<file path="src/pse_addr_pkg.sv">
// Shared constants and types for the serial address and alert front end
package pse_addr_pkg;

  // ==========================================================================
  // Address constants
  localparam logic [2:0] PRIMARY_TOP = 3'h2;     // Upper bits, 010b
  localparam logic [6:0] GLOBAL_ADDR = 7'h30;    // 0110000b
  localparam logic [6:0] ALERT_RESP_ADDR = 7'h0C; // 0001100b
  localparam int MAX_EVENTS = 16;
  localparam logic [3:0] LAST_BIT = 4'h7;        // Count of the eighth bit
  localparam logic [3:0] BYTE_DONE = 4'h8;
  localparam logic [3:0] CNT_RESET = 4'h0;
  localparam logic [7:0] BYTE_RESET = 8'h00;

  // ==========================================================================
  // Types
  typedef enum logic [1:0] {KIND_NONE, KIND_PRIMARY, KIND_GLOBAL, KIND_ALERT}
    addr_kind_t;

  typedef enum logic [2:0] {
    ST_IDLE, ST_ADDR, ST_WR, ST_BYTE_END, ST_ACK_SLV, ST_RD, ST_RD_ACK,
    ST_RD_LOAD
  } bus_state_t;

  // Address match report towards the register logic
  typedef struct packed {
    logic hit;
    addr_kind_t kind;
    logic read;
  } addr_match_t;

  // Received write byte
  typedef struct packed {
    logic valid;
    logic [7:0] data;
  } rx_byte_t;

  // Whole state of the front end
  typedef struct packed {
    logic scl_s1;
    logic scl_s2;
    logic scl_d;
    logic sda_s1;
    logic sda_s2;
    logic sda_d;
    logic [3:0] ad_s1;
    logic [3:0] ad_s2;
    bus_state_t st;
    logic [3:0] cnt;
    logic [7:0] sh;
    logic drive;
    logic read;
    addr_kind_t kind;
    logic addr_hit;
    logic rx_valid;
    logic [7:0] rx_data;
    logic tx_taken;
    logic alert_won;
    logic [MAX_EVENTS-1:0] pending;
    logic alert;
  } front_state_t;

endpackage : pse_addr_pkg

</file>
<file path="src/pse_serial_address_alert.sv">
// Serial bus slave front end: address match, alert response, split data pin
// ==========================================================================
// What this block does
// - Match primary address 010 plus the four address select pins.
// - Also accept the global address 0110000b on every device.
// - Answer alert response address only while the interrupt is asserted.
// - Enabled port events raise the active-low interrupt output.
// - Interrupt works on a shared line; host reads alert response address.
// - Data in and data out are separate pins; tied they act as one.
// - Device is slave only; host master starts every transfer.
`timescale 1ns/1ps
module pse_serial_address_alert #(
  parameter int NUM_EVENTS = 8
) (
  input wire logic sys_clk,
  input wire logic sys_rst,
  input wire logic scl_pin,
  input wire logic serial_data_input_pin,
  output logic serial_data_output_pin,
  input wire logic [3:0] slave_id_select_pins,
  output logic int_n,
  input wire logic [NUM_EVENTS-1:0] port_events,
  input wire logic [NUM_EVENTS-1:0] event_irq_enable,
  input wire logic [NUM_EVENTS-1:0] event_clear,
  output logic [NUM_EVENTS-1:0] event_pending,
  input wire logic [7:0] tx_data,
  output logic tx_taken,
  output pse_addr_pkg::rx_byte_t rx_byte,
  output pse_addr_pkg::addr_match_t addr_match,
  output logic alert_won
);
  import pse_addr_pkg::*;

  // ==========================================================================
  // Elaboration check
  if (NUM_EVENTS < 1 || NUM_EVENTS > MAX_EVENTS)
  begin : g_bad_events
    $error("NUM_EVENTS must lie between 1 and MAX_EVENTS");
  end

  front_state_t r;
  front_state_t n;
  logic [MAX_EVENTS-1:0] evt;
  logic [MAX_EVENTS-1:0] en;
  logic [MAX_EVENTS-1:0] clr;
  logic scl_rise;
  logic scl_fall;
  logic start_cond;
  logic stop_cond;

  // ==========================================================================
  // Edge and condition detection on synchronised pins
  assign evt = MAX_EVENTS'(port_events & event_irq_enable);
  assign en = MAX_EVENTS'(event_irq_enable);
  assign clr = MAX_EVENTS'(event_clear);
  assign scl_rise = r.scl_s2 & ~r.scl_d;
  assign scl_fall = ~r.scl_s2 & r.scl_d;
  assign start_cond = r.scl_s2 & r.scl_d & ~r.sda_s2 & r.sda_d;
  assign stop_cond = r.scl_s2 & r.scl_d & r.sda_s2 & ~r.sda_d;

  // Classify a received address byte; the alert address needs a live alert
  function automatic addr_kind_t classify(input logic [7:0] b,
                                          input logic [3:0] ad,
                                          input logic alert);
    addr_kind_t k;
    k = KIND_NONE;
    if (b[7:1] == {PRIMARY_TOP, ad})
      k = KIND_PRIMARY;
    else if (b[7:1] == GLOBAL_ADDR)
      k = KIND_GLOBAL;
    else if (b[7:1] == ALERT_RESP_ADDR && alert && b[0])
      k = KIND_ALERT;
    return k;
  endfunction : classify

  // ==========================================================================
  // Next state
  always_comb
  begin
    logic [7:0] sh_in;
    logic [7:0] load;
    logic win;
    sh_in = {r.sh[6:0], r.sda_s2};
    load = (r.kind == KIND_ALERT) ? {PRIMARY_TOP, r.ad_s2, 1'b0} : tx_data;
    win = 1'b0;
    n = r;
    // Two flip-flops before any logic looks at a pin
    n.scl_s1 = scl_pin;
    n.scl_s2 = r.scl_s1;
    n.scl_d = r.scl_s2;
    n.sda_s1 = serial_data_input_pin;
    n.sda_s2 = r.sda_s1;
    n.sda_d = r.sda_s2;
    n.ad_s1 = slave_id_select_pins;
    n.ad_s2 = r.ad_s1;
    n.addr_hit = 1'b0;
    n.rx_valid = 1'b0;
    n.tx_taken = 1'b0;
    n.alert_won = 1'b0;
    case (r.st)
      ST_ADDR:
        if (scl_rise)
        begin
          n.sh = sh_in;
          n.cnt = r.cnt + 4'h1;
          if (r.cnt == LAST_BIT)
          begin
            n.kind = classify(sh_in, r.ad_s2, r.alert);
            n.read = sh_in[0];
            n.addr_hit = (n.kind != KIND_NONE);
            n.st = ST_BYTE_END;
          end
        end
      ST_WR:
        if (scl_rise)
        begin
          n.sh = sh_in;
          n.cnt = r.cnt + 4'h1;
          if (r.cnt == LAST_BIT)
          begin
            n.rx_valid = 1'b1;
            n.rx_data = sh_in;
            n.st = ST_BYTE_END;
          end
        end
      ST_BYTE_END:
        if (scl_fall)
        begin
          // Unmatched address: stay silent, never acknowledge
          n.drive = (r.kind != KIND_NONE);
          n.st = (r.kind != KIND_NONE) ? ST_ACK_SLV : ST_IDLE;
        end
      ST_ACK_SLV, ST_RD_LOAD:
        if (scl_fall)
        begin
          n.cnt = CNT_RESET;
          if (r.read)
          begin
            n.sh = load;
            n.drive = ~load[7];
            n.tx_taken = (r.kind != KIND_ALERT);
            n.st = ST_RD;
          end
          else
          begin
            n.drive = 1'b0;
            n.st = ST_WR;
          end
        end
      ST_RD:
        if (scl_rise)
        begin
          n.cnt = r.cnt + 4'h1;
          // Released a one but the line is low: a lower address won
          if (r.kind == KIND_ALERT && !r.drive && !r.sda_s2)
            n.st = ST_IDLE;
        end
        else if (scl_fall)
        begin
          if (r.cnt == BYTE_DONE)
          begin
            n.drive = 1'b0;
            n.st = ST_RD_ACK;
            win = (r.kind == KIND_ALERT);
          end
          else
          begin
            n.sh = {r.sh[6:0], 1'b0};
            n.drive = ~r.sh[6];
          end
        end
      ST_RD_ACK:
        if (scl_rise)
          n.st = r.sda_s2 ? ST_IDLE : ST_RD_LOAD;
      default:
        n.st = ST_IDLE;
    endcase
    // Start and stop override any transfer in progress
    if (start_cond)
    begin
      n.st = ST_ADDR;
      n.cnt = CNT_RESET;
      n.drive = 1'b0;
      win = 1'b0;
    end
    else if (stop_cond)
    begin
      n.st = ST_IDLE;
      n.drive = 1'b0;
    end
    n.alert_won = win;
    // Enabled events set pending bits; a set in the clear cycle wins
    n.pending = (r.pending & ~clr) | evt;
    if (|evt)
      n.alert = 1'b1;
    else if (win || !(|(n.pending & en)))
      n.alert = 1'b0;
  end

  // ==========================================================================
  // State register
  always_ff @(posedge sys_clk)
  begin
    if (sys_rst)
    begin
      r <= '0;
      r.scl_s1 <= 1'b1;
      r.scl_s2 <= 1'b1;
      r.scl_d <= 1'b1;
      r.sda_s1 <= 1'b1;
      r.sda_s2 <= 1'b1;
      r.sda_d <= 1'b1;
      r.st <= ST_IDLE;
      r.kind <= KIND_NONE;
      r.sh <= BYTE_RESET;
      r.cnt <= CNT_RESET;
    end
    else
      r <= n;
  end

  // ==========================================================================
  // Outputs, all from flops; data out pulls low only while driving
  assign serial_data_output_pin = ~r.drive;
  assign int_n = ~r.alert;
  assign event_pending = r.pending[NUM_EVENTS-1:0];
  assign tx_taken = r.tx_taken;
  assign rx_byte = '{valid: r.rx_valid, data: r.rx_data};
  assign addr_match = '{hit: r.addr_hit, kind: r.kind, read: r.read};
  assign alert_won = r.alert_won;

  // ==========================================================================
  // Checks
  primary_match_a: assert property (@(posedge sys_clk) disable iff (sys_rst)
    r.addr_hit && r.kind == KIND_PRIMARY |-> r.sh[7:1] == {PRIMARY_TOP, r.ad_s2})
    else $error("primary match on wrong address");
  global_match_a: assert property (@(posedge sys_clk) disable iff (sys_rst)
    r.addr_hit && r.kind == KIND_GLOBAL |-> r.sh[7:1] == GLOBAL_ADDR)
    else $error("global match on wrong address");
  alert_addr_a: assert property (@(posedge sys_clk) disable iff (sys_rst)
    r.addr_hit && r.kind == KIND_ALERT |-> !int_n && r.sh[7:1] == ALERT_RESP_ADDR)
    else $error("alert address answered without interrupt");
  irq_raise_a: assert property (@(posedge sys_clk) disable iff (sys_rst)
    |evt |=> !int_n && ((r.pending & $past(evt)) == $past(evt)))
    else $error("enabled event did not raise interrupt");
  alert_release_a: assert property (@(posedge sys_clk) disable iff (sys_rst)
    r.alert_won && !$past(|evt) |-> int_n)
    else $error("interrupt kept after winning alert response");
  data_idle_a: assert property (@(posedge sys_clk) disable iff (sys_rst)
    r.st == ST_IDLE |-> serial_data_output_pin)
    else $error("data output pulled low while idle");
  slave_ack_a: assert property (@(posedge sys_clk) disable iff (sys_rst)
    r.addr_hit && !start_cond |-> ##[1:64] !serial_data_output_pin)
    else $error("matched address not acknowledged");
  arb_lose_a: assert property (@(posedge sys_clk) disable iff (sys_rst)
    r.st == ST_RD && r.kind == KIND_ALERT && scl_rise && !r.drive &&
    !r.sda_s2 && !start_cond && !stop_cond
    |=> r.st == ST_IDLE ##1 !r.alert_won)
    else $error("arbitration loss did not release the bus");
  slave_only_a: assert property (@(posedge sys_clk) disable iff (sys_rst)
    !serial_data_output_pin |-> r.st inside {ST_ACK_SLV, ST_WR, ST_RD, ST_RD_ACK})
    else $error("data output driven outside a slave slot");

  primary_write_c: cover property (@(posedge sys_clk) disable iff (sys_rst)
    r.addr_hit && r.kind == KIND_PRIMARY && !r.read ##[1:400] r.rx_valid);
  global_write_c: cover property (@(posedge sys_clk) disable iff (sys_rst)
    r.addr_hit && r.kind == KIND_GLOBAL);
  alert_won_c: cover property (@(posedge sys_clk) disable iff (sys_rst)
    r.alert_won);
  arb_lost_c: cover property (@(posedge sys_clk) disable iff (sys_rst)
    r.st == ST_RD && r.kind == KIND_ALERT && scl_rise && !r.drive && !r.sda_s2);

endmodule : pse_serial_address_alert

</file>
<file path="config.mk">
export PLATFORM = sky130hd
export DESIGN_NAME = pse_serial_address_alert
export DESIGN_NICKNAME = d
export VERILOG_FILES = /design/src/pse_addr_pkg.sv /design/src/pse_serial_address_alert.sv
export SDC_FILE = /design/constraint.sdc
export NUM_CORES = 1
export LEC_CHECK = 0
export ABC_AREA = 1
export BUFFER_PORTS_ARGS = -buffer_cell sky130_fd_sc_hd__buf_2
export CELL_PAD_IN_SITES_DETAIL_PLACEMENT = 1
export CELL_PAD_IN_SITES_GLOBAL_PLACEMENT = 1
export CORE_UTILIZATION = 42
export CTS_BUF_LIST = sky130_fd_sc_hd__clkbuf_4 sky130_fd_sc_hd__clkbuf_8
export DETAILED_ROUTE_END_ITERATION = 7
export PLACE_DENSITY_LB_ADDON = 0.1
export SETUP_SLACK_MARGIN = 0.05
export SLEW_MARGIN = 5
export SYNTH_ARGS = -nofsm -noshare
export SYNTH_HDL_FRONTEND = slang
export SYNTH_SLANG_ARGS = --single-unit
</file>
<file path="constraint.sdc">
create_clock -name sys_clk -period 4.6 [get_ports sys_clk]
set_input_delay 0.92 -clock sys_clk [delete_from_list [all_inputs] [get_ports sys_clk]]
set_output_delay 0.92 -clock sys_clk [all_outputs]
set_load 0.01 [all_outputs]
</file>
Yosys cells after proc, flatten, opt, wreduce, memory -nomap -nowiden
Index checks and enable logic that the tools add are counted.
{ "classes": {"n_addsub": 1, "n_mul": 0, "div": 0, "n_lt_le_gt_ge": 0, "n_eq_ne": 35, "shift": 0, "mux": 40, "bitwise_logic": 27, "reduce_logical": 29} }
{ "ops": {"columns": ["operator", "n"], "rows": [
  ["one-hot mux 12 bit (3 select lines)", 1],
  ["OR reduction 16 bit", 2],
  ["2-to-1 mux 3 bit", 10],
  ["2-to-1 mux 9 bit", 3],
  ["2-to-1 mux 8 bit", 3],
  ["!= test 2 bit (second input constant)", 9],
  ["bitwise AND 16 bit", 1],
  ["bitwise AND 16 x 8 -> 16 bit", 1],
  ["2-to-1 mux 16 bit", 1],
  ["inverter 8 -> 16 bit", 1],
  ["OR 16 x 8 -> 16 bit", 1],
  ["AND reduction 8 bit", 2],
  ["2-to-1 mux 15 bit", 1],
  ["!= test 5 bit (second input constant)", 3],
  ["inverter 1 bit", 15],
  ["one-hot mux 3 bit (5 select lines)", 1],
  ["== test 3 bit (second input constant)", 4],
  ["2-to-1 mux 1 bit", 12],
  ["2-to-1 mux 2 bit", 6],
  ["!= test 4 bit (second input constant)", 3],
  ["!= test 3 bit (second input constant)", 3],
  ["bitwise AND 8 bit", 1],
  ["!= test 4 x 1 -> 1 bit (second input constant)", 2],
  ["OR reduction 4 bit", 2],
  ["other kinds (24)", 44]
]} }
{ "word_totals": {"ff_bits": 61, "latch_bits": 0, "ram_bits": 0, "rom_bits": 0, "memories": 0} }

Longest topological paths before layout
{ "depth": {"depth_word": 10, "mapped_depth": 11} }

Worst setup path after synthesis
OpenSTA, ideal clock, no wires.
{ "synth_timing": {"path_kind": "input-to-reg", "start": "input sys_rst", "end": "register r, in the netlist n[48]", "t_arrival_ps": 1496, "t_required_ps": 4472, "setup_slack_ps": 2977, "path_stages": 3, "path_cell_list": "clkbuf_1 > clkbuf_1 > nor2_1"} }
{ "synth_lines": {"columns": ["element", "line", "text"], "rows": [
  ["start, declared", "pse_serial_address_alert.sv:16", "input wire logic sys_rst,"],
  ["end signal, assigned", "pse_serial_address_alert.sv:219", "r <= n;"],
  ["end, declared", "pse_serial_address_alert.sv:41", "front_state_t r;"]
]} }
No word-level cell between the ends.

Worst setup path in the final report
{ "layout_timing": {"start": "register r[46] (netlist bit)", "end": "register r[36] (netlist bit)"} }
{ "layout_between": {"elab_chain_len": 4} }
{ "layout_lines": {"columns": ["element", "line", "text"], "rows": [
  ["== test 3 bit, or another cell as far along", "pse_serial_address_alert.sv:100", "case (r.st)"],
  ["OR reduction 2 bit (on tied branches)", null, null],
  ["!= test 2 bit (no line), or another cell as far along", null, null],
  ["AND reduction 7 bit (no line)", null, null]
]} }
Several ways; a longest one is shown, not always the timed one.
A chain may end at the register's enable or synchronous reset.

==> run_results.csv <==
group,metric,value,unit
run_status,status,"completed",
synthesis,yosysWarnings,0,
worst_setup_path,worstPathMaxFanout,20,
timing,fin_crit_sh,45.9,%
global_routing,grt_util_all_layers,22.4,%
cts,cts_hold_buf,0,
floorplanning,rows,29,
worst_hold_path,hp-start,"n[48]",
drt,dr_total_vias,2744,
worst_hold_path,hold_path_class,"reg2reg",
cells_and_area,fin_util,48.8,%
worst_setup_path,r2r_slack,2.49,ns
floorplanning,core,6420,um^2
cells_and_area,fin_cells,535,
placement,place.gp.congestion,0.891,
synthesis,syn_area,2830,um^2
cts,path_clk_slew,0.10,ns
cells_and_area,final_cell_mix,"92 x nand2_1, 64 x buf_2, 58 x nor2_1",
cts,cts.sinks,53,
placement,port_buffers,64,
flow_run,max_cap_violations,0,
global_routing,grt_pass1_wl,12700,um
drt,drc,0,
worst_setup_path,rr_endpoint,"r[36]",
drt,postRouteAntennaNets,0,
cells_and_area,drive_gt1_share,21.2,%
floorplanning,die_w,84.1,um
timing,setup_viol,0,
cells_and_area,mostFrequentLayoutCell,"nand2_1",
synthesis,syn_inst,417,
worst_setup_path,critPathCaptureType,"register",
floorplanning,io_pins,65,
worst_setup_path,start_kind,"register",
placement,post_dp_cell_area,3040,um^2
timing,hold_viol_final,0,
cells_and_area,n_antenna_cell,0,
placement,dp_cells,528,
cts,htree_levels,2,
cts,postCtsSetupBuffers,0,
global_routing,overflow,0,
drt,routedWlPerCell,14.1,um
cells_and_area,area_delta_synth_final,10.5,%
pwr,power_leakage,1.57,nW
worst_setup_path,critPathKind,"reg2reg",
synthesis,ys_seq_area_share,37.4,%
pwr,p_per_area,408,nW/um^2
worst_setup_path,crit_required,4.81,ns
synthesis,syn_nets,462,
timing,relSlewSlack,48.9,%
pwr,power,1.28,mW
cts,clkLatencyLatePin,0.31,ns
timing,slew_viol_final,0,
cells_and_area,final_cell_area,3130,um^2
worst_setup_path,timing.rr.start,"r[46]",
cells_and_area,final_nets,503,
timing,worstMarginPinSlew,0.764,ns
cts,cts_buffers,5,
cts,cts_tree,"built",
timing,clock_skew,0.00784,ns
synthesis,syn_avg_cell_area,6.80,um^2
cts,root_buffer,"clkbuf_8",
global_routing,grt_pass1_vias,2737,
synthesis,synth_cell_types,32,
worst_setup_path,r2r_cells,9,
timing,tns,0,ns
floorplanning,die-area,7080,um^2
worst_hold_path,holdPathEnd,"r[48]",
global_routing,antenna_found_initial,0,
worst_setup_path,arrival,2.32,ns
pwr,vdd_drop_max,163,uV
placement,dpl.hpwl,5860,um
drt,viasPerCell,5.13,
cts,cts_resized,0,
drt,drt_wl_total,7560,um
drt,first_pass_iters,4,
global_routing,grt_max_degree,31,
worst_hold_path,holdPathStages,2,
floorplanning,dieHeight,84.1,um
timing,rsz0062_at_grt,"false",
synthesis,ys_ff_latch,53,
timing,period_needed,2.11,ns
timing,clock.fmax,0.474,GHz
drt,drtIter0Drc,77,
floorplanning,initial_core_util,44.1,%
cts,cts_buffer_depth,2,
power breakdown:
group | internal [mW] | leakage [nW] | switching (mW)
logic | 0.156 | 1.09 | 0.298
clock network | 0.120 | 0.0433 | 0.161
registers | 0.500 | 0.434 | 0.0421
total | 0.776 | 1.57 | 0.502
synthesized netlist by cell type, drive strengths merged:
cell type | instances | area (um^2)
ha | 5 | 62.6
a32oi | 1 | 8.76
buf | 26 | 194
clkbuf | 4 | 15.0
nor4 | 2 | 12.5
inv | 52 | 195
xor2 | 2 | 17.5
a21oi | 32 | 160
nor3 | 6 | 30.0
or2 | 4 | 25.0
nand3b | 1 | 7.51
and3 | 1 | 6.26
xnor2 | 2 | 17.5
dfxtp | 53 | 1060
nand3 | 28 | 163
o31ai | 1 | 7.51
o21ai | 32 | 164
nor3b | 1 | 12.5
nand4 | 6 | 37.5
nor2 | 62 | 267
nand2 | 96 | 370
registers in the layout, summed over array words and instances (netlist names):
register	count
r	22
event_pending	8
rx_byte	9
addr_match	4
alert_won	1
tx_taken	1
n	8
critical path, stage by stage, from the launching register on:
cell     delay [ns]
dfxtp_1        0.49
inv_2          0.08
nand3_1        0.07
nand2_1        0.45
nand2_1        0.29
nand3_4        0.17
nor2_8         0.19
inv_2          0.10
nor2_1         0.11
nor2_1         0.06
stage by stage:
| step | hold slack, ns | setup slack, ns |
|---|---|---|
| global route | 0.426 | 2.31 |
| finish | 0.402 | 2.49 |
| CTS | 0.411 | 2.50 |
| detailed placement | 0.396 | 2.40 |
| floorplan | 0.388 | 2.98 |
| global placement | 0.389 | 2.45 |
cell families (layout without fill, tap and decap cells):
kind of cell               count (synthesis)  count (layout)  synth area share [%]
and+or+nand+nor                          207             207                  32.8
DFF                                       53              53                  37.4
buffers and inverters                     82             123                  14.3
xor gates and xnor gates                   4               4                  1.24
AOI/OAI and AO/OA                         66              66                  12.0
adders and majority gates                  5               5                  2.21
per-layer routing:
| metal | global-route usage (%) | wire length (um) |
|---|---|---|
| met1 | 25.9 | 3260 |
| met2 | 42.3 | 3950 |
| met3 | 4.13 | 252 |
| met4 | 5.49 | 89 |
| met5 | 0 | 0 |
cell type report:
class | count | area, um^2
Fill cell | 877 | 3290
Multi-Input combinational cell | 282 | 1370
Sequential cell | 53 | 1060
Timing Repair Buffer | 64 | 320
Inverter | 52 | 195
Tap cell | 77 | 96.3
Clock buffer | 6 | 82.6
Clock inverter | 1 | 7.51
worst max-delay path by stage:
stage	depth (start not counted)	startpoint	end	slack (ns)
after global routing	9	r[46]	r[33]	2.31
after global placement	4	sys_rst	rx_byte[6]	2.45
after CTS	9	r[45]	r[36]	2.50
after detailed placement	4	sys_rst	rx_byte[2]	2.40
final	9	r[46]	r[36]	2.49
after floorplan	3	sys_rst	n[48]	2.98
No activity file was read; power rests on OpenSTA's default activity.
